<file path="src/tocu_pkg.sv">
// constants, register map and mode decoding for the output compare unit
// Functional notes
// - compare the full 16-bit compare pair against the 16-bit timer count.
// - on a match do exactly one action chosen by the mode field.
// - every compare mode sets the unit's compare flag on a match.
// - second unit's pin goes to one of two port pins by select bit.
// - writing zero to the control register forces the compare latch low.
// - mode 1010 sets the flag on a match and leaves the pin alone.
// - mode 1011 resets the timer on a match and leaves the pin alone.
// - special event starts a conversion on second unit only, if enabled.
// - special event trigger asserts in the cycle the count becomes equal.
// - the timer reset lands on the next timer clock edge; period register.
// - a special event timer reset never sets the timer overflow flag.
// - removing the match before the timer edge cancels the pending reset.
// - compare needs the system clock; it stops when that clock stops.
// - mode 0010 toggles, 1000 sets, 1001 clears the output; flag set.
// - mode 0000 switches the unit off and resets its internal state.
package tocu_pkg;
    localparam int unsigned ADDR_W = 3;
    localparam int unsigned DATA_W = 8;
    localparam int unsigned CTL_W = 6;
    localparam int unsigned CNT_W = 16;
    localparam int unsigned MODE_W = 4;
    // register indices; each unit takes a block of four
    localparam logic [ADDR_W-1:0] OFF_CTL = 3'h0;
    localparam logic [ADDR_W-1:0] OFF_LOW = 3'h1;
    localparam logic [ADDR_W-1:0] OFF_HIGH = 3'h2;
    localparam logic [ADDR_W-1:0] UNIT_STRIDE = 3'h4;
    localparam logic [ADDR_W-1:0] ADDR_STATUS = 3'h3;
    localparam logic [ADDR_W-1:0] ADDR_PINSEL = 3'h7;
    localparam logic [CTL_W-1:0] CTL_RESET = 6'h00;
    localparam logic [DATA_W-1:0] CMP_RESET = 8'h00;
    localparam int unsigned PINSEL_BIT = 0;
    // mode select codes
    localparam logic [MODE_W-1:0] MODE_OFF = 4'h0;
    localparam logic [MODE_W-1:0] MODE_TOGGLE = 4'h2;
    localparam logic [MODE_W-1:0] MODE_SET = 4'h8;
    localparam logic [MODE_W-1:0] MODE_CLEAR = 4'h9;
    localparam logic [MODE_W-1:0] MODE_SWINT = 4'ha;
    localparam logic [MODE_W-1:0] MODE_SPECIAL = 4'hb;

    // any of the five compare modes
    function automatic logic is_compare(input logic [MODE_W-1:0] m);
        return (m == MODE_TOGGLE) || (m == MODE_SET) || (m == MODE_CLEAR) ||
               (m == MODE_SWINT) || (m == MODE_SPECIAL);
    endfunction

    // only toggle, set and clear take the pin; 1010 and 1011 never do
    function automatic logic is_pin_mode(input logic [MODE_W-1:0] m);
        return (m == MODE_TOGGLE) || (m == MODE_SET) || (m == MODE_CLEAR);
    endfunction

    // register index of a field inside unit u
    function automatic logic [ADDR_W-1:0] unit_addr(input logic u,
            input logic [ADDR_W-1:0] off);
        return (u ? UNIT_STRIDE : 3'h0) + off;
    endfunction
endpackage

</file>
<file path="src/tocu_unit_if.sv">
// signals between the register side and one compare unit
`timescale 1ns/1ps
interface tocu_unit_if;
    logic [3:0] mode_next;
    logic [15:0] cmp_next;
    logic [15:0] timer_next;
    logic timer_tick;
    logic conv_enable;
    logic hit;
    logic latch;
    logic trigger;
    logic clear_req;
    logic conv_start;
    modport unit(input mode_next, input cmp_next, input timer_next,
        input timer_tick, input conv_enable, output hit, output latch,
        output trigger, output clear_req, output conv_start);
    modport ctrl(output mode_next, output cmp_next, output timer_next,
        output timer_tick, output conv_enable, input hit, input latch,
        input trigger, input clear_req, input conv_start);
endinterface

</file>
<file path="src/tocu_top.sv">
// output compare block: two compare units, byte registers and pin routing
//
// Added by the designer: the register addresses and the address-and-strobe port.
`timescale 1ns/1ps
module tocu_top (
    input wire logic clk,
    input wire logic rst,
    input wire logic [2:0] reg_addr,
    input wire logic [7:0] reg_wdata,
    input wire logic reg_wr,
    input wire logic reg_rd,
    output logic [7:0] reg_rdata,
    input wire logic [15:0] timer_next,
    input wire logic timer_tick,
    input wire logic adc_enabled,
    input wire logic unit1_pin_dir,
    input wire logic port_c_pin_one_dir,
    input wire logic port_b_pin_three_dir,
    output logic unit1_pin_out,
    output logic unit1_pin_oe_n,
    output logic port_c_pin_one_out,
    output logic port_c_pin_one_oe_n,
    output logic port_b_pin_three_out,
    output logic port_b_pin_three_oe_n,
    output logic special_event1,
    output logic special_event2,
    output logic timer_clear_req1,
    output logic timer_clear_req2,
    output logic adc_start,
    output logic compare_irq_flag1,
    output logic compare_irq_flag2
);
    // all state runs on the one system clock, so nothing here advances
    // while that clock is stopped in sleep

    logic [5:0] ctl [2];
    logic [7:0] cmp_lo [2];
    logic [7:0] cmp_hi [2];
    logic [1:0] flag;
    logic pin_sel;

    logic [5:0] next_ctl [2];
    logic [7:0] next_lo [2];
    logic [7:0] next_hi [2];
    logic [15:0] next_cmp [2];
    logic [1:0] hit;
    logic [1:0] latch;
    logic [1:0] trig;
    logic [1:0] clr;
    logic [1:0] conv;
    logic [1:0] drive;

    // per-unit register decode, interface hookup and compare channel
    for (genvar i = 0; i < 2; i++) begin : g_unit
        tocu_unit_if uif ();
        wire logic sel_ctl = reg_addr ==
            tocu_pkg::unit_addr(i[0], tocu_pkg::OFF_CTL);
        wire logic sel_lo = reg_addr ==
            tocu_pkg::unit_addr(i[0], tocu_pkg::OFF_LOW);
        wire logic sel_hi = reg_addr ==
            tocu_pkg::unit_addr(i[0], tocu_pkg::OFF_HIGH);

        // writes land at the edge; units see the value being written
        assign next_ctl[i] = (reg_wr && sel_ctl) ?
            reg_wdata[tocu_pkg::CTL_W-1:0] : ctl[i];
        assign next_lo[i] = (reg_wr && sel_lo) ? reg_wdata : cmp_lo[i];
        assign next_hi[i] = (reg_wr && sel_hi) ? reg_wdata : cmp_hi[i];
        assign next_cmp[i] = {next_hi[i], next_lo[i]};

        assign uif.mode_next = next_ctl[i][tocu_pkg::MODE_W-1:0];
        assign uif.cmp_next = next_cmp[i];
        assign uif.timer_next = timer_next;
        assign uif.timer_tick = timer_tick;
        // conversion start exists on the second unit only
        assign uif.conv_enable = (i == 1) && adc_enabled;
        assign hit[i] = uif.hit;
        assign latch[i] = uif.latch;
        assign trig[i] = uif.trigger;
        assign clr[i] = uif.clear_req;
        assign conv[i] = uif.conv_start;
        // pin is taken only in toggle, set and clear modes
        assign drive[i] = tocu_pkg::is_pin_mode(
            ctl[i][tocu_pkg::MODE_W-1:0]);

        tocu_unit u_unit (
            .clk(clk),
            .rst(rst),
            .u(uif.unit)
        );

        // control and compare bytes
        always_ff @(posedge clk) begin
            if (rst) begin
                ctl[i] <= tocu_pkg::CTL_RESET;
                cmp_lo[i] <= tocu_pkg::CMP_RESET;
                cmp_hi[i] <= tocu_pkg::CMP_RESET;
            end else begin
                ctl[i] <= next_ctl[i];
                cmp_lo[i] <= next_lo[i];
                cmp_hi[i] <= next_hi[i];
            end
        end
    end

    // status and pin select decode
    wire logic sel_status = reg_addr == tocu_pkg::ADDR_STATUS;
    wire logic sel_pinsel = reg_addr == tocu_pkg::ADDR_PINSEL;
    wire logic [1:0] flag_clr = (reg_wr && sel_status) ?
        reg_wdata[1:0] : 2'h0;
    // a match in the clearing cycle still leaves the flag set
    wire logic [1:0] next_flag = hit | (flag & ~flag_clr);
    wire logic next_pin_sel = (reg_wr && sel_pinsel) ?
        reg_wdata[tocu_pkg::PINSEL_BIT] : pin_sel;

    // read mux; unmapped indices read zero, bits 7:6 of control read zero
    wire logic [7:0] rd_mux =
        (reg_addr == tocu_pkg::unit_addr(1'b0, tocu_pkg::OFF_CTL)) ?
            {2'h0, ctl[0]} :
        (reg_addr == tocu_pkg::unit_addr(1'b0, tocu_pkg::OFF_LOW)) ?
            cmp_lo[0] :
        (reg_addr == tocu_pkg::unit_addr(1'b0, tocu_pkg::OFF_HIGH)) ?
            cmp_hi[0] :
        (reg_addr == tocu_pkg::unit_addr(1'b1, tocu_pkg::OFF_CTL)) ?
            {2'h0, ctl[1]} :
        (reg_addr == tocu_pkg::unit_addr(1'b1, tocu_pkg::OFF_LOW)) ?
            cmp_lo[1] :
        (reg_addr == tocu_pkg::unit_addr(1'b1, tocu_pkg::OFF_HIGH)) ?
            cmp_hi[1] :
        sel_status ? {6'h00, flag} :
        sel_pinsel ? {7'h00, pin_sel} : 8'h00;

    // pin enables are active low; a pin left undriven floats as input
    wire logic drv_u1 = drive[0] && !unit1_pin_dir;
    wire logic drv_c1 = drive[1] && !pin_sel &&
        !port_c_pin_one_dir;
    wire logic drv_b3 = drive[1] && pin_sel && !port_b_pin_three_dir;

    // flags, pin select and read data
    always_ff @(posedge clk) begin
        if (rst) begin
            flag <= 2'h0;
            pin_sel <= 1'b0;
            reg_rdata <= 8'h00;
        end else begin
            flag <= next_flag;
            pin_sel <= next_pin_sel;
            reg_rdata <= reg_rd ? rd_mux : 8'h00;
        end
    end

    // pin outputs registered; one cycle behind the compare latch
    always_ff @(posedge clk) begin
        if (rst) begin
            unit1_pin_out <= 1'b0;
            unit1_pin_oe_n <= 1'b1;
            port_c_pin_one_out <= 1'b0;
            port_c_pin_one_oe_n <= 1'b1;
            port_b_pin_three_out <= 1'b0;
            port_b_pin_three_oe_n <= 1'b1;
        end else begin
            unit1_pin_out <= drv_u1 && latch[0];
            unit1_pin_oe_n <= !drv_u1;
            port_c_pin_one_out <= drv_c1 && latch[1];
            port_c_pin_one_oe_n <= !drv_c1;
            port_b_pin_three_out <= drv_b3 && latch[1];
            port_b_pin_three_oe_n <= !drv_b3;
        end
    end

    // event outputs come from unit flops so the trigger keeps its cycle;
    // clear requests are a separate path and never touch overflow
    assign special_event1 = trig[0];
    assign special_event2 = trig[1];
    assign timer_clear_req1 = clr[0];
    assign timer_clear_req2 = clr[1];
    assign adc_start = conv[1];
    assign compare_irq_flag1 = flag[0];
    assign compare_irq_flag2 = flag[1];

    // checking helpers: equality as the units see it, one cycle delayed
    wire logic [1:0] eq;
    logic [1:0] eq_q;
    assign eq[0] = tocu_pkg::is_compare(
        next_ctl[0][tocu_pkg::MODE_W-1:0]) && (timer_next == next_cmp[0]);
    assign eq[1] = tocu_pkg::is_compare(
        next_ctl[1][tocu_pkg::MODE_W-1:0]) && (timer_next == next_cmp[1]);
    always_ff @(posedge clk) begin
        if (rst) begin
            eq_q <= 2'h0;
        end else begin
            eq_q <= eq;
        end
    end
endmodule

</file>
<file path="src/tocu_unit.sv">
// one compare channel: match detection, output latch and special event
`timescale 1ns/1ps
module tocu_unit (
    input wire logic clk,
    input wire logic rst,
    tocu_unit_if.unit u
);
    logic match_q;

    // compare against next values so flops change as equality begins
    wire logic cmp_mode = tocu_pkg::is_compare(u.mode_next);
    wire logic next_match = cmp_mode &&
        (u.timer_next == u.cmp_next);
    wire logic first = next_match && !match_q;
    wire logic special = u.mode_next == tocu_pkg::MODE_SPECIAL;
    wire logic off = u.mode_next == tocu_pkg::MODE_OFF;

    // one action per match, picked by the mode code
    wire logic next_latch = !first ? u.latch :
        (u.mode_next == tocu_pkg::MODE_TOGGLE) ? !u.latch :
        (u.mode_next == tocu_pkg::MODE_SET) ? 1'b1 :
        (u.mode_next == tocu_pkg::MODE_CLEAR) ? 1'b0 : u.latch;

    // pending timer reset held to the next timer edge, dropped on mismatch
    wire logic next_clear = (first && special) ? 1'b1 :
        (u.timer_tick || !next_match) ? 1'b0 : u.clear_req;

    // off or zero write wipes the latch and all match state
    always_ff @(posedge clk) begin
        if (rst || off) begin
            match_q <= 1'b0;
            u.latch <= 1'b0;
            u.hit <= 1'b0;
            u.trigger <= 1'b0;
            u.clear_req <= 1'b0;
            u.conv_start <= 1'b0;
        end else begin
            match_q <= next_match;
            u.latch <= next_latch;
            u.hit <= first;
            u.trigger <= first && special;
            u.clear_req <= next_clear;
            u.conv_start <= first && special && u.conv_enable;
        end
    end
endmodule

</file>
<file path="config.mk">
export PLATFORM = sky130hd
export DESIGN_NAME = tocu_top
export DESIGN_NICKNAME = d
export VERILOG_FILES = /design/src/tocu_pkg.sv /design/src/tocu_unit_if.sv /design/src/tocu_top.sv /design/src/tocu_unit.sv
export SDC_FILE = /design/constraint.sdc
export NUM_CORES = 1
export LEC_CHECK = 0
export ABC_AREA = 1
export BUFFER_PORTS_ARGS = -buffer_cell sky130_fd_sc_hd__buf_2
export CELL_PAD_IN_SITES_DETAIL_PLACEMENT = 1
export CELL_PAD_IN_SITES_GLOBAL_PLACEMENT = 1
export CORE_UTILIZATION = 36
export DETAILED_ROUTE_END_ITERATION = 8
export HOLD_SLACK_MARGIN = 0.12
export PLACE_DENSITY_LB_ADDON = 0.1
export RECOVER_POWER = 25
export SKIP_CTS_REPAIR_TIMING = 1
export SLEW_MARGIN = 20
export SYNTH_ARGS = -nofsm -noshare
export SYNTH_HDL_FRONTEND = slang
export SYNTH_SLANG_ARGS = --single-unit
</file>
<file path="constraint.sdc">
create_clock -name clk -period 1.95 [get_ports clk]
set_input_delay 0.4875 -clock clk [delete_from_list [all_inputs] [get_ports clk]]
set_output_delay 0.4875 -clock clk [all_outputs]
set_load 0.03 [all_outputs]
</file>
== Yosys cells after proc, flatten, opt, wreduce, memory -nomap -nowiden ==
Memory sizes are Yosys's and may differ from the RTL's.
Cells that the tools add are included.
Widths: inputs -> output; s select.

* Equality and inequality tests: 25
* Multiplexer cells: 34
* Bitwise gates (word level): 10
* Reduce and logical (&&, ||, !) cells: 63

{| class="wikitable"
|+ Operator list
! kind !! count
|-
| $mux 8 || 13
|-
| $eq 4x4->1 const B || 12
|-
| $eq 16x16->1 || 2
|-
| $mux 6 || 5
|-
| $logic_and 1x1->1 || 23
|-
| $eq 4x2->1 const B || 4
|-
| $logic_or 1x1->1 || 16
|-
| $mux 1 || 14
|-
| $logic_not 1->1 || 13
|-
| $eq 3x3->1 const B || 4
|-
| $logic_not 4->1 || 2
|-
| $eq 3x2->1 const B || 2
|-
| $or 1x1->1 || 6
|-
| $reduce_bool 3->1 || 2
|-
| $mux 2 || 2
|-
| $reduce_and 2->1 || 2
|-
| $reduce_bool 2->1 || 2
|-
| $eq 3x1->1 const B || 1
|-
| $logic_not 3->1 || 1
|-
| $reduce_or 3->1 || 1
|-
| $and 2x2->2 || 1
|-
| $not 2->2 || 1
|-
| $or 2x2->2 || 1
|-
| $reduce_or 2->1 || 1
|-
| $not 1->1 || 1
|}

* Register bits after elaboration: 28
* Memory bits (writable): 44
* Input port bits: 36
* Output and inout port bits: 21
* Word-level logic and storage cells: 156
* Memories: 3

{| class="wikitable"
|+ Memory list
! name !! depth !! width !! rd ports !! clocked after memory_dff !! wr ports !! line !! text
|-
| cmp_hi || 2 || 8 || 2 || 0 || 2 || tocu_top.sv:38 || <nowiki>logic [7:0] cmp_hi [2];</nowiki>
|-
| cmp_lo || 2 || 8 || 2 || 0 || 2 || tocu_top.sv:37 || <nowiki>logic [7:0] cmp_lo [2];</nowiki>
|-
| ctl || 2 || 6 || 2 || 0 || 2 || tocu_top.sv:36 || <nowiki>logic [5:0] ctl [2];</nowiki>
|}

== Depth between registers and ports, before layout ==
Gate-level depths: netlist of run 1.

* Word-level depth: 13
* Depth in mapped cells: 18
* Depth with buffers taken out: 16

== Cells and area by module ==
Synthesis of run 1 repeated with hierarchy kept, for this count alone.

* Cell total of the unflattened synthesis: 642
* Area total of the unflattened synthesis: 4063.9 µm²

{| class="wikitable"
|+ By module, submodules not included
! module !! instances !! cells each !! area an instance (µm²) !! seq. area each (µm²)
|-
| tocu_top || 1 || 422 || 2865.2 || 1221.2
|-
| tocu_unit || 2 || 110 || 599.3 || 120.1
|}

== Worst setup path before layout of run 1 ==
No wires, ideal clock.

* Path type: input port to flip-flop
* Start: input reg_addr[1]
* End: register g_unit[1].u_unit.u.latch
* Setup time: 0.113 ns
* Arrival: 1.888 ns
* Required time: 1.837 ns
* Slack: -0.051 ns
* Stages on the path: 14
* Path buffers: 2
* Path through: buf_6 -> nor3_4 -> nand2_4 -> buf_6 -> o21ai_2 -> inv_2 -> nor2_4 -> inv_2 -> nand2_2 -> inv_1 -> nor2_1 -> nand3_1 -> nor2_1 -> nor2_1

* Longest elaborated chain between the ends: 11
* Elaborated cells between the ends (all ways): 27
* Classes of those cells: 9 x eq/ne; 5 x mux; 13 x reduce/logical

{| class="wikitable"
|+ Ends and longest elaborated chain
! item !! line !! text
|-
| from (decl) || tocu_top.sv:8 || <nowiki>input wire logic [2:0] reg_addr,</nowiki>
|-
| $eq 3x3->1 || tocu_top.sv:56 || <nowiki>wire logic sel_ctl = reg_addr ==</nowiki>
|-
| $logic_and 1x1->1 || tocu_top.sv:64 || <nowiki>assign next_ctl[i] = (reg_wr && sel_ctl) ?</nowiki>
|-
| $mux 6 || tocu_top.sv:64 ||
|-
| $eq 4x2->1 / $eq 4x4->1 (equally long branches) || tocu_pkg.sv:44, tocu_unit.sv:20, tocu_unit.sv:21 ||
|-
| $logic_or 1x1->1 || tocu_pkg.sv:44 || <nowiki>return (m == MODE_TOGGLE) || (m == MODE_SET) || (m == MODE_CLEAR) ||</nowiki>
|-
| $logic_or 1x1->1 || n/a ||
|-
| $logic_or 1x1->1 || tocu_pkg.sv:44 ||
|-
| $logic_or 1x1->1 || tocu_pkg.sv:45 || <nowiki>(m == MODE_SWINT) || (m == MODE_SPECIAL);</nowiki>
|-
| $logic_and 1x1->1 || tocu_unit.sv:12 || <nowiki>wire logic next_match = cmp_mode &&</nowiki>
|-
| $logic_and 1x1->1 || tocu_unit.sv:14 || <nowiki>wire logic first = next_match && !match_q;</nowiki>
|-
| $reduce_and 2->1 (no source line) || n/a ||
|-
| to (signal assigned) || tocu_unit.sv:39 || <nowiki>u.latch <= next_latch;</nowiki>
|-
| to (decl) || tocu_unit_if.sv:15 || <nowiki>input timer_tick, input conv_enable, output hit, output latch,</nowiki>
|}

Several ways; a longest one is shown, not always the timed one.
A chain may end at the register's enable or synchronous reset.

== Worst setup path in the final report of run 1 ==
* Start: input reg_addr[2]
* End: register g_unit[1].u_unit.u.hit

* Longest elaborated chain between the ends: 10
* Elaborated cells between the ends (all ways): 23
* Classes of those cells: 9 x eq/ne; 3 x mux; 11 x reduce/logical

{| class="wikitable"
|+ Ends and longest elaborated chain
! item !! line !! text
|-
| $eq 3x3->1 || tocu_top.sv:56 ||
|-
| $logic_and 1x1->1 || tocu_top.sv:64 ||
|-
| $mux 6 || tocu_top.sv:64 ||
|-
| $eq 4x2->1 / $eq 4x4->1 (equally long branches) || tocu_pkg.sv:44 ||
|-
| $logic_or 1x1->1 || tocu_pkg.sv:44 ||
|-
| $logic_or 1x1->1 || n/a ||
|-
| $logic_or 1x1->1 || tocu_pkg.sv:44 ||
|-
| $logic_or 1x1->1 || tocu_pkg.sv:45 ||
|-
| $logic_and 1x1->1 || tocu_unit.sv:12 ||
|-
| $logic_and 1x1->1 || tocu_unit.sv:14 ||
|-
| to (signal assigned) || tocu_unit.sv:40 || <nowiki>u.hit <= first;</nowiki>
|-
| to (decl) || tocu_unit_if.sv:15 ||
|}

Several ways; a longest one is shown, not always the timed one.

==> flow_summary.json, run 1 <==
{
  "run_status": "finished, violations left",
  "violations": "negative setup slack",
  "portBuffers": 56,
  "p_leak_uw": 0.00269,
  "core_area_mm2": 0.0105,
  "final_net_count": 810,
  "vias": 4735,
  "clock.fmax_mhz": 501,
  "drc": 0,
  "powerDensity_mw_per_mm2": 611,
  "initial_core_util_pct": 37.6,
  "rows": 37,
  "grt_max_degree": 42,
  "synth_edf_count": 0,
  "min_to": "g_unit[1].u_unit.u.conv_start$_SDFF_PP0_",
  "ir_drop_uv": 426,
  "antenna_found_initial": 0,
  "syn_nets": 651,
  "hold_depth": 3,
  "worst-path-max-fanout": 6,
  "cts_buffers": 9,
  "synthArstFlopShare_pct": 0,
  "worstPathRequired_ns": 2.27,
  "regArea_mm2": 0.00144,
  "cts_buffer_depth": 2,
  "cpPeakStageDelay_ns": 0.30,
  "crit_arrival_ns": 2.32,
  "critPathLaunchType": "input pin",
  "grtUsageMet2_pct": 48.8,
  "swShare_pct": 30.7,
  "grt_use_total_pct": 29.0,
  "gp_congestion": 0.876,
  "multi_input_area_mm2": 0.00226,
  "drt-initial-drc-count": 328,
  "cts_sinks": 72,
  "synthCells": 615,
  "use_met1_pct": 36.5,
  "grt_pass1_wl_mm": 24.5,
  "rsz0062_at_grt": "yes",
  "min_from": "adc_enabled",
  "dr.pass1.iters": 5,
  "regToRegStartpoint": "cmp_lo[1][5]$_SDFF_PP0_",
  "top_usage_layer": "met2",
  "setup_viol_count_final": 4,
  "clock_skew_ns": 0.00656,
  "yosys.area.top_type_share_pct": 36.4,
  "slew_headroom_pct": 30.2,
  "seqPwrFrac_pct": 43.9,
  "gr-total-overflow": 0,
  "crit_chain": "buf_12, inv_8, buf_6, nor3_4, nand2_4, buf_6, o21ai_4, inv_2, nor2_4, inv_2, nand2_4, buf_6, nand3_4, nor2_4, nand2_2, nor2_2",
  "cts_tree": "yes",
  "synth_top_flop_cell": "dfxtp_1",
  "finalHoldViolations": 0,
  "final_cells": 914,
  "htreeDepth": 3,
  "viasPerCell": 5.18,
  "slew_violations": 0,
  "dieHeight_um": 107,
  "fin_ws_ns": -0.0473,
  "dp_cells": 886,
  "cap_violations": 0,
  "fillers": 1391,
  "reg2reg_depth": 13,
  "fp.dieW_um": 107,
  "dp_hpwl_mm": 12.4,
  "routedWlPerCell_um": 17.7,
  "root_buffer": "clkbuf_8",
  "min_period_ns": 2.00,
  "setup_tns_ns": -0.109,
  "synth_area_leader_cell": "dfxtp_1",
  "ys.warnings.count": 0,
  "pin_count": 57,
  "cp-end-kind": "register",
  "ys_types": 35,
  "p_int_uw": 2390,
  "ys_seq_area_share_pct": 36.4,
  "p_clk_share_pct": 36.5,
  "path_class": "input pin to register",
  "clk_latency_ns": 0.39,
  "netSwitchingPower_uw": 1060,
  "yosys-top-cells-area": "dfxtp_1 36%, nand2_1 18%, inv_1 7.4%",
  "synth_area_mm2": 0.00396,
  "drive_gt1_share_pct": 31.4,
  "die_area_mm2": 0.0114,
  "pwr-share-comb_pct": 19.6,
  "clk_pin_slew_ns": 0.08,
  "synth.avg_cell_area_um2": 6.43,
  "critPathSlowestCell": "nor3_4",
  "grt_pass1_vias": 4732,
  "antenna_left": 0,
  "hold_path.class": "input pin to register",
  "area_growth_pct": 42.8,
  "ys_ff_latch": 72,
  "crit_top_cell": "buf_6",
  "r2r-end": "g_unit[1].u_unit.u.latch$_SDFFE_PP0P_",
  "finalCritPeriodShare_pct": 102,
  "grt_util_met3_pct": 3.89,
  "wl_mm": 16.1,
  "r2r_setup_slack_ns": 0.31,
  "worstMarginPinSlew_ns": 1.05,
  "diodes": 0
}
-- worst max path at each step --
| stage | from | endpoint | slack, ns | cells past startpoint |
|---|---|---|---|---|
| after floorplan | reg_addr[1] | g_unit[1].u_unit.u.latch$_SDFFE_PP0P_ | -0.05 | 13 |
| after CTS | reg_addr[0] | g_unit[1].u_unit.u.latch$_SDFFE_PP0P_ | -0.14 | 16 |
| after detailed placement | reg_addr[0] | g_unit[0].u_unit.u.latch$_SDFFE_PP0P_ | -0.50 | 15 |
| after global placement | reg_addr[1] | g_unit[1].u_unit.u.conv_start$_SDFF_PP0_ | -0.45 | 15 |
| final | reg_addr[2] | g_unit[1].u_unit.u.hit$_SDFF_PP0_ | -0.05 | 16 |
| after global routing | reg_addr[2] | g_unit[1].u_unit.u.hit$_SDFF_PP0_ | -0.14 | 16 |
-- per-layer routing --
metal / up-vias / part of all wire, %
met5: - / 0
met3: 27 / 4.5
met2: 104 / 49
met1: 2293 / 44
li1: 2311 / -
met4: 0 / 2.3
-- worst max-delay path: cells and delay by family --
kind / cells / cell delay (ns)
buffers and inverters: 7 / 0.62
AOI/OAI and AO/OA: 1 / 0.15
and+or+nand+nor: 8 / 1.04
-- registers in the layout, summed over array words and instances, names as in the netlist, 8 cells and up --
name       count
cmp_lo        16
cmp_hi        16
reg_rdata      8
ctl           12
-- per-stage QoR --
stage | power, µW | hold WS (ns) | util [%] | cell area, µm² | worst slack (ns)
5_1_grt | 3590 | 0.311 | 53.8 | 5650 | -0.142
3_5_place_dp | 2140 | 0.417 | 48.5 | 5090 | -0.498
3_3_place_gp | 2120 | 0.412 | 48.5 | 5090 | -0.450
6_report | 3450 | 0.306 | 53.8 | 5650 | -0.0473
4_1_cts | 3380 | 0.288 | 50.3 | 5290 | -0.135
2_1_floorplan | 1830 | 0.391 | - | 3980 | -0.0488
-- Yosys cell counts, types with 9 or more instances --
cell / count
nand4_1: 22
nand2_1: 193
nand3_1: 53
clkbuf_1: 9
o21ai_0: 26
inv_1: 78
a21oi_1: 36
nor2_1: 54
dfxtp_1: 72
-- layout make-up --
cell class / count / area share (%)
Clock buffer: 10 / 2.44
Tap cell: 136 / 3.01
Inverter: 85 / 5.87
Sequential cell: 72 / 25.5
Timing Repair Buffer: 168 / 22.1
Clock inverter: 5 / 0.997
Multi-Input combinational cell: 438 / 40.1
-- cell usage in the layout (no fill, tap or decap), types with 4 or more instances in the layout --
cell,instances
a221oi_1,4
o22ai_1,4
buf_2,51
nor2_1,39
nand2_2,7
nand2_1,187
nand4_1,22
nand3_1,49
nor2_2,14
buf_4,97
nor2_4,8
o21ai_0,22
inv_1,77
nand3_4,6
buf_12,6
o21ai_1,6
o21ai_2,4
nand2_4,4
inv_2,5
a21oi_1,34
o211ai_1,5
clkbuf_8,10
buf_6,10
dfxtp_1,72
nor3_1,4
-- power by group through the flow --
stage	clock, µW	combinational, µW	sequential [µW]
finish	1260	676	1510
global route	1350	729	1520
CTS	1270	592	1510
detailed placement	0	587	1550
global placement	0	570	1550
floorplan	0	286	1550
-- cell families (layout without fill, tap and decap cells) --
group,Yosys count,in the layout,synth area share [%]
AOI/OAI and AO/OA,88,88,12.5
buffers and inverters,106,268,11.4
DFF,72,72,36.4
and+or+nand+nor,349,350,39.6
No activity file was read; power rests on OpenSTA's default activity.
==> run 2, diff against run 1 <==
Settings changed: CORE_UTILIZATION 36 to 38, CTS_BUF_LIST set to sky130_fd_sc_hd__clkbuf_8.
==> run 2 against run 1 <==
Compared with the run above:
- the run still ends with negative setup slack left
- core utilization grew 2.6 points
- sequential power about the same
- clock skew is essentially flat
- cell area down 1.1%
- non-clock buffer count shrank 4
- via count grew 4.6%
- flip-flop and latch count is the same
- count of clock-buffer cells in the layout unchanged
- critical endpoint is now g_unit[1].u_unit.u.latch$_SDFFE_PP0P_
- clock power barely moved
- setup slack improved by 0.018 ns
- largest power group unchanged
- worst hold slack improved by 0.030 ns
==> flow_summary.json, run 2 (synthesized netlist as in run 1, its figures left out) <==
{
  "dieHeight_um": 104,
  "routedWlPerCell_um": 19.0,
  "dp_hpwl_mm": 12.5,
  "path_class": "input pin to register",
  "root_buffer": "clkbuf_8",
  "fin_ws_ns": -0.0289,
  "worstMarginPinSlew_ns": 0.988,
  "cap_violations": 0,
  "portBuffers": 56,
  "r2r-end": "g_unit[1].u_unit.u.latch$_SDFFE_PP0P_",
  "worstPathRequired_ns": 2.25,
  "viasPerCell": 5.45,
  "gr-total-overflow": 0,
  "htreeDepth": 3,
  "regArea_mm2": 0.00144,
  "ir_drop_uv": 357,
  "grt_max_degree": 40,
  "crit_family": "simple AND/OR/NAND/NOR gates",
  "rsz0062_at_grt": "yes",
  "violations": "negative setup slack",
  "crit_arrival_ns": 2.28,
  "cts_sinks": 72,
  "pin_count": 57,
  "final_net_count": 806,
  "dr.pass1.iters": 5,
  "cp-end-kind": "register",
  "slew_headroom_pct": 34.1,
  "final_cell_mix": "183 x nand2_1, 96 x buf_4, 76 x inv_1",
  "drive_gt1_share_pct": 32.5,
  "critPathSlowestCell": "nor3_4",
  "antenna_left": 0,
  "finalHoldViolations": 0,
  "worst_hold_slack_ns": 0.336,
  "r2r_setup_slack_ns": 0.24,
  "vias": 4952,
  "p_leak_uw": 0.00266,
  "multi_input_area_mm2": 0.00228,
  "setup_viol_count_final": 3,
  "initial_core_util_pct": 39.9,
  "fillers": 1362,
  "critPathLaunchType": "input pin",
  "gp_congestion": 0.945,
  "cts_buffers": 9,
  "clk_pin_slew_ns": 0.08,
  "reg2reg_depth": 13,
  "top_regs": "cmp_hi x16, cmp_lo x16, ctl x12",
  "core_area_mm2": 0.00991,
  "powerDensity_mw_per_mm2": 618,
  "final_util_pct": 56.4,
  "slew_violations": 0,
  "run_status": "finished, violations left",
  "drc": 0,
  "grt_use_total_pct": 30.1,
  "hold_path.class": "input pin to register",
  "rows": 36,
  "finalCritPeriodShare_pct": 101,
  "diodes": 0,
  "grt_pass1_wl_mm": 25.2,
  "die_area_mm2": 0.0108,
  "clock_skew_ns": 0.00606,
  "regToRegStartpoint": "cmp_lo[1][3]$_SDFF_PP0_",
  "crit_chain": "buf_12, inv_8, buf_6, nor3_4, nand2_4, buf_6, o21ai_4, inv_2, nor2_4, inv_2, nand2_2, nand2_2, nor2_4, nand3_2, nand2_1, nand2_1, nor2_1",
  "area_growth_pct": 41.2,
  "drt-initial-drc-count": 312,
  "grt_pass1_vias": 4990,
  "cp.buffers_inverters": 6,
  "worst-path-max-fanout": 7,
  "hold_depth": 3,
  "cpPeakStageDelay_ns": 0.27,
  "cts_tree": "yes",
  "startpoint": "reg_addr[2]",
  "clock.fmax_mhz": 505,
  "antenna_found_initial": 0,
  "wl_mm": 17.3,
  "min_from": "adc_enabled",
  "min_to": "g_unit[1].u_unit.u.conv_start$_SDFF_PP0_",
  "clk_latency_ns": 0.36,
  "place_ws_ns": -0.491,
  "min_period_ns": 1.98,
  "fp.dieW_um": 104,
  "cts_buffer_depth": 2,
  "layout_commonest_cell": "nand2_1"
}
-- run 2: changes by cell type in the layout (fill, tap and decap cells not counted), sizes merged --
cell and change:
clkinv +1, buf -3, clkbuf -1
-- run 2: worst register-to-register path: stages, from the launching register on --
cell     delay (ns)
dfxtp_1        0.38
nand2_1        0.10
buf_4          0.15
nand3_1        0.06
nand2_1        0.07
inv_1          0.11
nand2_1        0.10
nor2_2         0.15
nand2_1        0.08
nor2_2         0.14
nand3_2        0.09
nand2_1        0.08
nand2_1        0.05
nor2_1         0.10
-- run 2: worst max path at each step --
| stage | cells past startpoint | to |
|---|---|---|
| after CTS | 15 | g_unit[0].u_unit.u.clear_req$_SDFFE_PP0P_ |
| after global routing | 17 | g_unit[1].u_unit.u.latch$_SDFFE_PP0P_ |
| after detailed placement | 16 | g_unit[0].u_unit.u.latch$_SDFFE_PP0P_ |
| after global placement | 14 | g_unit[0].u_unit.u.latch$_SDFFE_PP0P_ |
| after floorplan | 13 | g_unit[1].u_unit.u.latch$_SDFFE_PP0P_ |
| final | 17 | g_unit[1].u_unit.u.latch$_SDFFE_PP0P_ |
-- run 2: routing by layer --
metal	track usage [%]	vias to the layer above	share of wire, %
met5	0	-	0
li1	-	2304	-
met1	35.0	2438	41
met2	52.3	159	50
met3	7.71	51	5.7
met4	12.2	0	3.3
-- run 2: final cells by class --
| type | count | share of cell area, % |
|---|---|---|
| clock buffer | 10 | 2.46 |
| clock inverter | 6 | 1.08 |
| inverter | 85 | 5.89 |
| multi-input combinational | 438 | 40.9 |
| sequential | 72 | 25.8 |
| tap | 133 | 2.98 |
| timing repair buffer | 164 | 20.9 |
-- run 2: stage by stage --
step	cell area, µm²	power (µW)	instances	TNS [ns]
detailed placement	5010	2120	878	-4.61
global placement	5010	2100	878	-3.84
CTS	5210	3350	894	-0.715
floorplan	3980	1830	615	-0.140
global route	5590	3570	908	-0.545
finish	5590	3450	908	-0.0724
-- run 2: power by group --
group          switching, µW  internal [µW]
combinational            415            263
clock                    640            620
sequential              16.8           1500
==> run 3, diff against run 2 <==
--- a/config.mk
+++ b/config.mk
@@ -8,6 +8,8 @@
 export ABC_AREA = 1
 export BUFFER_PORTS_ARGS = -buffer_cell sky130_fd_sc_hd__buf_2
+export CAP_MARGIN = 20
 export CELL_PAD_IN_SITES_DETAIL_PLACEMENT = 1
 export CELL_PAD_IN_SITES_GLOBAL_PLACEMENT = 1
+export CORE_ASPECT_RATIO = 1.1
 export CORE_UTILIZATION = 38
 export CTS_BUF_LIST = sky130_fd_sc_hd__clkbuf_8
==> constraint.sdc (replaced) <==
create_clock -name clk -period 1.95 [get_ports clk]
set_input_delay 0.4875 -clock clk [delete_from_list [all_inputs] [get_ports clk]]
set_output_delay 0.4875 -clock clk [all_outputs]
set_load 0.005 [all_outputs]
==> run 3 against run 2 <==
Compared with the run above:
- the flow still finishes with violations (negative setup slack)
- clock skew rose by 0.0049 ns
- cell area rose by 3.9%
- final cell count fell by 0.44%
- first-iteration DRC count fell by 2.2%
- die area barely moved
- sequential power barely moved
- routed wire length rose by 12%
- count of clock-buffer cells in the layout fell by 1
- clock power rose by 19%
- sequential share of layout area fell by 0.96 points
- critical endpoint is now g_unit[0].u_unit.u.latch$_SDFFE_PP0P_
- highest routed layer unchanged
==> flow_summary.json, run 3 (synthesized netlist as in run 1, its figures left out) <==
{
  "dp_hpwl_mm": 12.7,
  "final_net_count": 815,
  "drt-met1-wl_mm": 7.16,
  "clock_skew_ns": 0.0110,
  "worstMarginPinSlew_ns": 0.703,
  "maxUsedRoutingLayer": "met4",
  "pin_count": 57,
  "worst-path-max-fanout": 4,
  "grt_use_total_pct": 31.2,
  "critPathSlowestCell": "nor2_4",
  "viasPerCell": 5.81,
  "grt_pass1_wl_mm": 25.2,
  "path_class": "input pin to register",
  "slew_violations": 0,
  "drc": 0,
  "crit_chain": "buf_6, inv_4, nor2_4, nand3_2, buf_6, buf_4, nand2_2, nand3_1, nand2_1, nand2_2, nor2_4, nand2_2, nor2_4, nand4_1, nand2_1, inv_1, nor2_1",
  "dp_cells": 866,
  "powerDensity_mw_per_mm2": 645,
  "final_cell_mix": "164 x nand2_1, 102 x buf_4, 77 x inv_1",
  "regToRegStartpoint": "cmp_lo[0][2]$_SDFF_PP0_",
  "wl_met2_mm": 9.32,
  "grt_pass1_vias": 5048,
  "cpPeakStageDelay_ns": 0.20,
  "cts_tree": "yes",
  "layout_commonest_cell": "nand2_1",
  "finalCritPeriodShare_pct": 109,
  "violations": "negative setup slack",
  "crit_arrival_ns": 2.43,
  "min_to": "g_unit[1].u_unit.u.conv_start$_SDFF_PP0_",
  "clock.fmax_mhz": 471,
  "final_cells": 904,
  "finalHoldViolations": 0,
  "clk_pin_slew_ns": 0.08,
  "place_ws_ns": -0.566,
  "diodes": 0,
  "min_from": "adc_enabled",
  "wl_mm": 19.3,
  "hold_depth": 3,
  "min_period_ns": 2.12,
  "area_growth_pct": 46.6,
  "reg2reg_depth": 12,
  "cts_buffers": 9,
  "portBuffers": 56,
  "antenna_found_initial": 0,
  "slew_headroom_pct": 53.1,
  "drt-initial-drc-count": 305,
  "cp-end-kind": "register",
  "initial_core_util_pct": 39.6,
  "vias": 5256,
  "fp.dieW_um": 99.3,
  "routedWlPerCell_um": 21.4,
  "clk_latency_ns": 0.38,
  "fillers": 1333,
  "grt_max_degree": 31,
  "cts_sinks": 72,
  "startpoint": "reg_addr[0]",
  "fin_ws_ns": -0.174,
  "core_area_mm2": 0.00998,
  "final_util_pct": 58.1,
  "rsz0062_at_grt": "yes",
  "p_leak_uw": 0.00276,
  "critPathLaunchType": "input pin",
  "cap_violations": 0,
  "die_area_mm2": 0.0108,
  "worstPathRequired_ns": 2.26,
  "dr.pass1.iters": 5,
  "htreeDepth": 3,
  "top_regs": "cmp_hi x16, cmp_lo x16, ctl x12",
  "r2r_setup_slack_ns": 0.20,
  "run_status": "finished, violations left",
  "ir_drop_uv": 384,
  "root_buffer": "clkbuf_8",
  "cts_buffer_depth": 2,
  "hold_path.class": "input pin to register",
  "antenna_left": 0,
  "gr-total-overflow": 0,
  "r2r-end": "g_unit[0].u_unit.u.latch$_SDFFE_PP0P_",
  "gp_congestion": 0.901,
  "dieHeight_um": 109,
  "drive_gt1_share_pct": 35.5,
  "wl_met3_mm": 1.45,
  "setup_viol_count_final": 5,
  "rows": 38
}
-- run 3: per-stage QoR --
step	power [µW]	cell area (µm²)	hold WS, ns	setup TNS (ns)
finish	3740	5800	0.304	-0.287
detailed placement	2110	5000	0.428	-5.81
global placement	2090	5000	0.403	-4.49
global route	3860	5800	0.317	-0.625
floorplan	1830	3970	0.391	-0.140
CTS	3570	5240	0.312	-1.41
-- run 3: power by group --
part	leakage (µW)	internal [µW]	total, µW	switching (µW)
logic	0.00205	278	725	447
clock network	0.000126	844	1500	657
registers	0.000583	1500	1520	19.4
total	0.00276	2620	3740	1120
-- run 3: worst max path at each step --
stage	end	slack, ns	depth (start not counted)
5_1_grt	g_unit[0].u_unit.u.latch$_SDFFE_PP0P_	-0.22	17
6_report	g_unit[0].u_unit.u.latch$_SDFFE_PP0P_	-0.17	17
4_1_cts	g_unit[0].u_unit.u.latch$_SDFFE_PP0P_	-0.19	14
3_3_place_gp	g_unit[0].u_unit.u.latch$_SDFFE_PP0P_	-0.47	11
2_1_floorplan	g_unit[1].u_unit.u.latch$_SDFFE_PP0P_	-0.05	13
3_5_place_dp	g_unit[0].u_unit.u.latch$_SDFFE_PP0P_	-0.57	11
-- run 3: layout make-up --
type / instances / area [µm²] / share of cell area, %
clock buffers: 9 / 124 / 2.14
clock inverters: 7 / 111 / 1.92
inverters: 85 / 342 / 5.89
multi-input cells: 438 / 2380 / 41.0
flip-flops and latches: 72 / 1440 / 24.8
well taps: 120 / 150 / 2.59
repair buffers: 173 / 1260 / 21.7
-- run 3: per-layer routing --
metal / up-vias / global-route usage [%]
met2: 287 / 54.8
li1: 2321 / -
met5: - / 0
met4: 0 / 20.0
met3: 114 / 6.73
met1: 2534 / 34.3
-- run 3: worst max-delay path, delay by kind of cell --
family / cells / cell delay (ns)
and+or+nand+nor: 12 / 1.46
buffers and inverters: 5 / 0.47
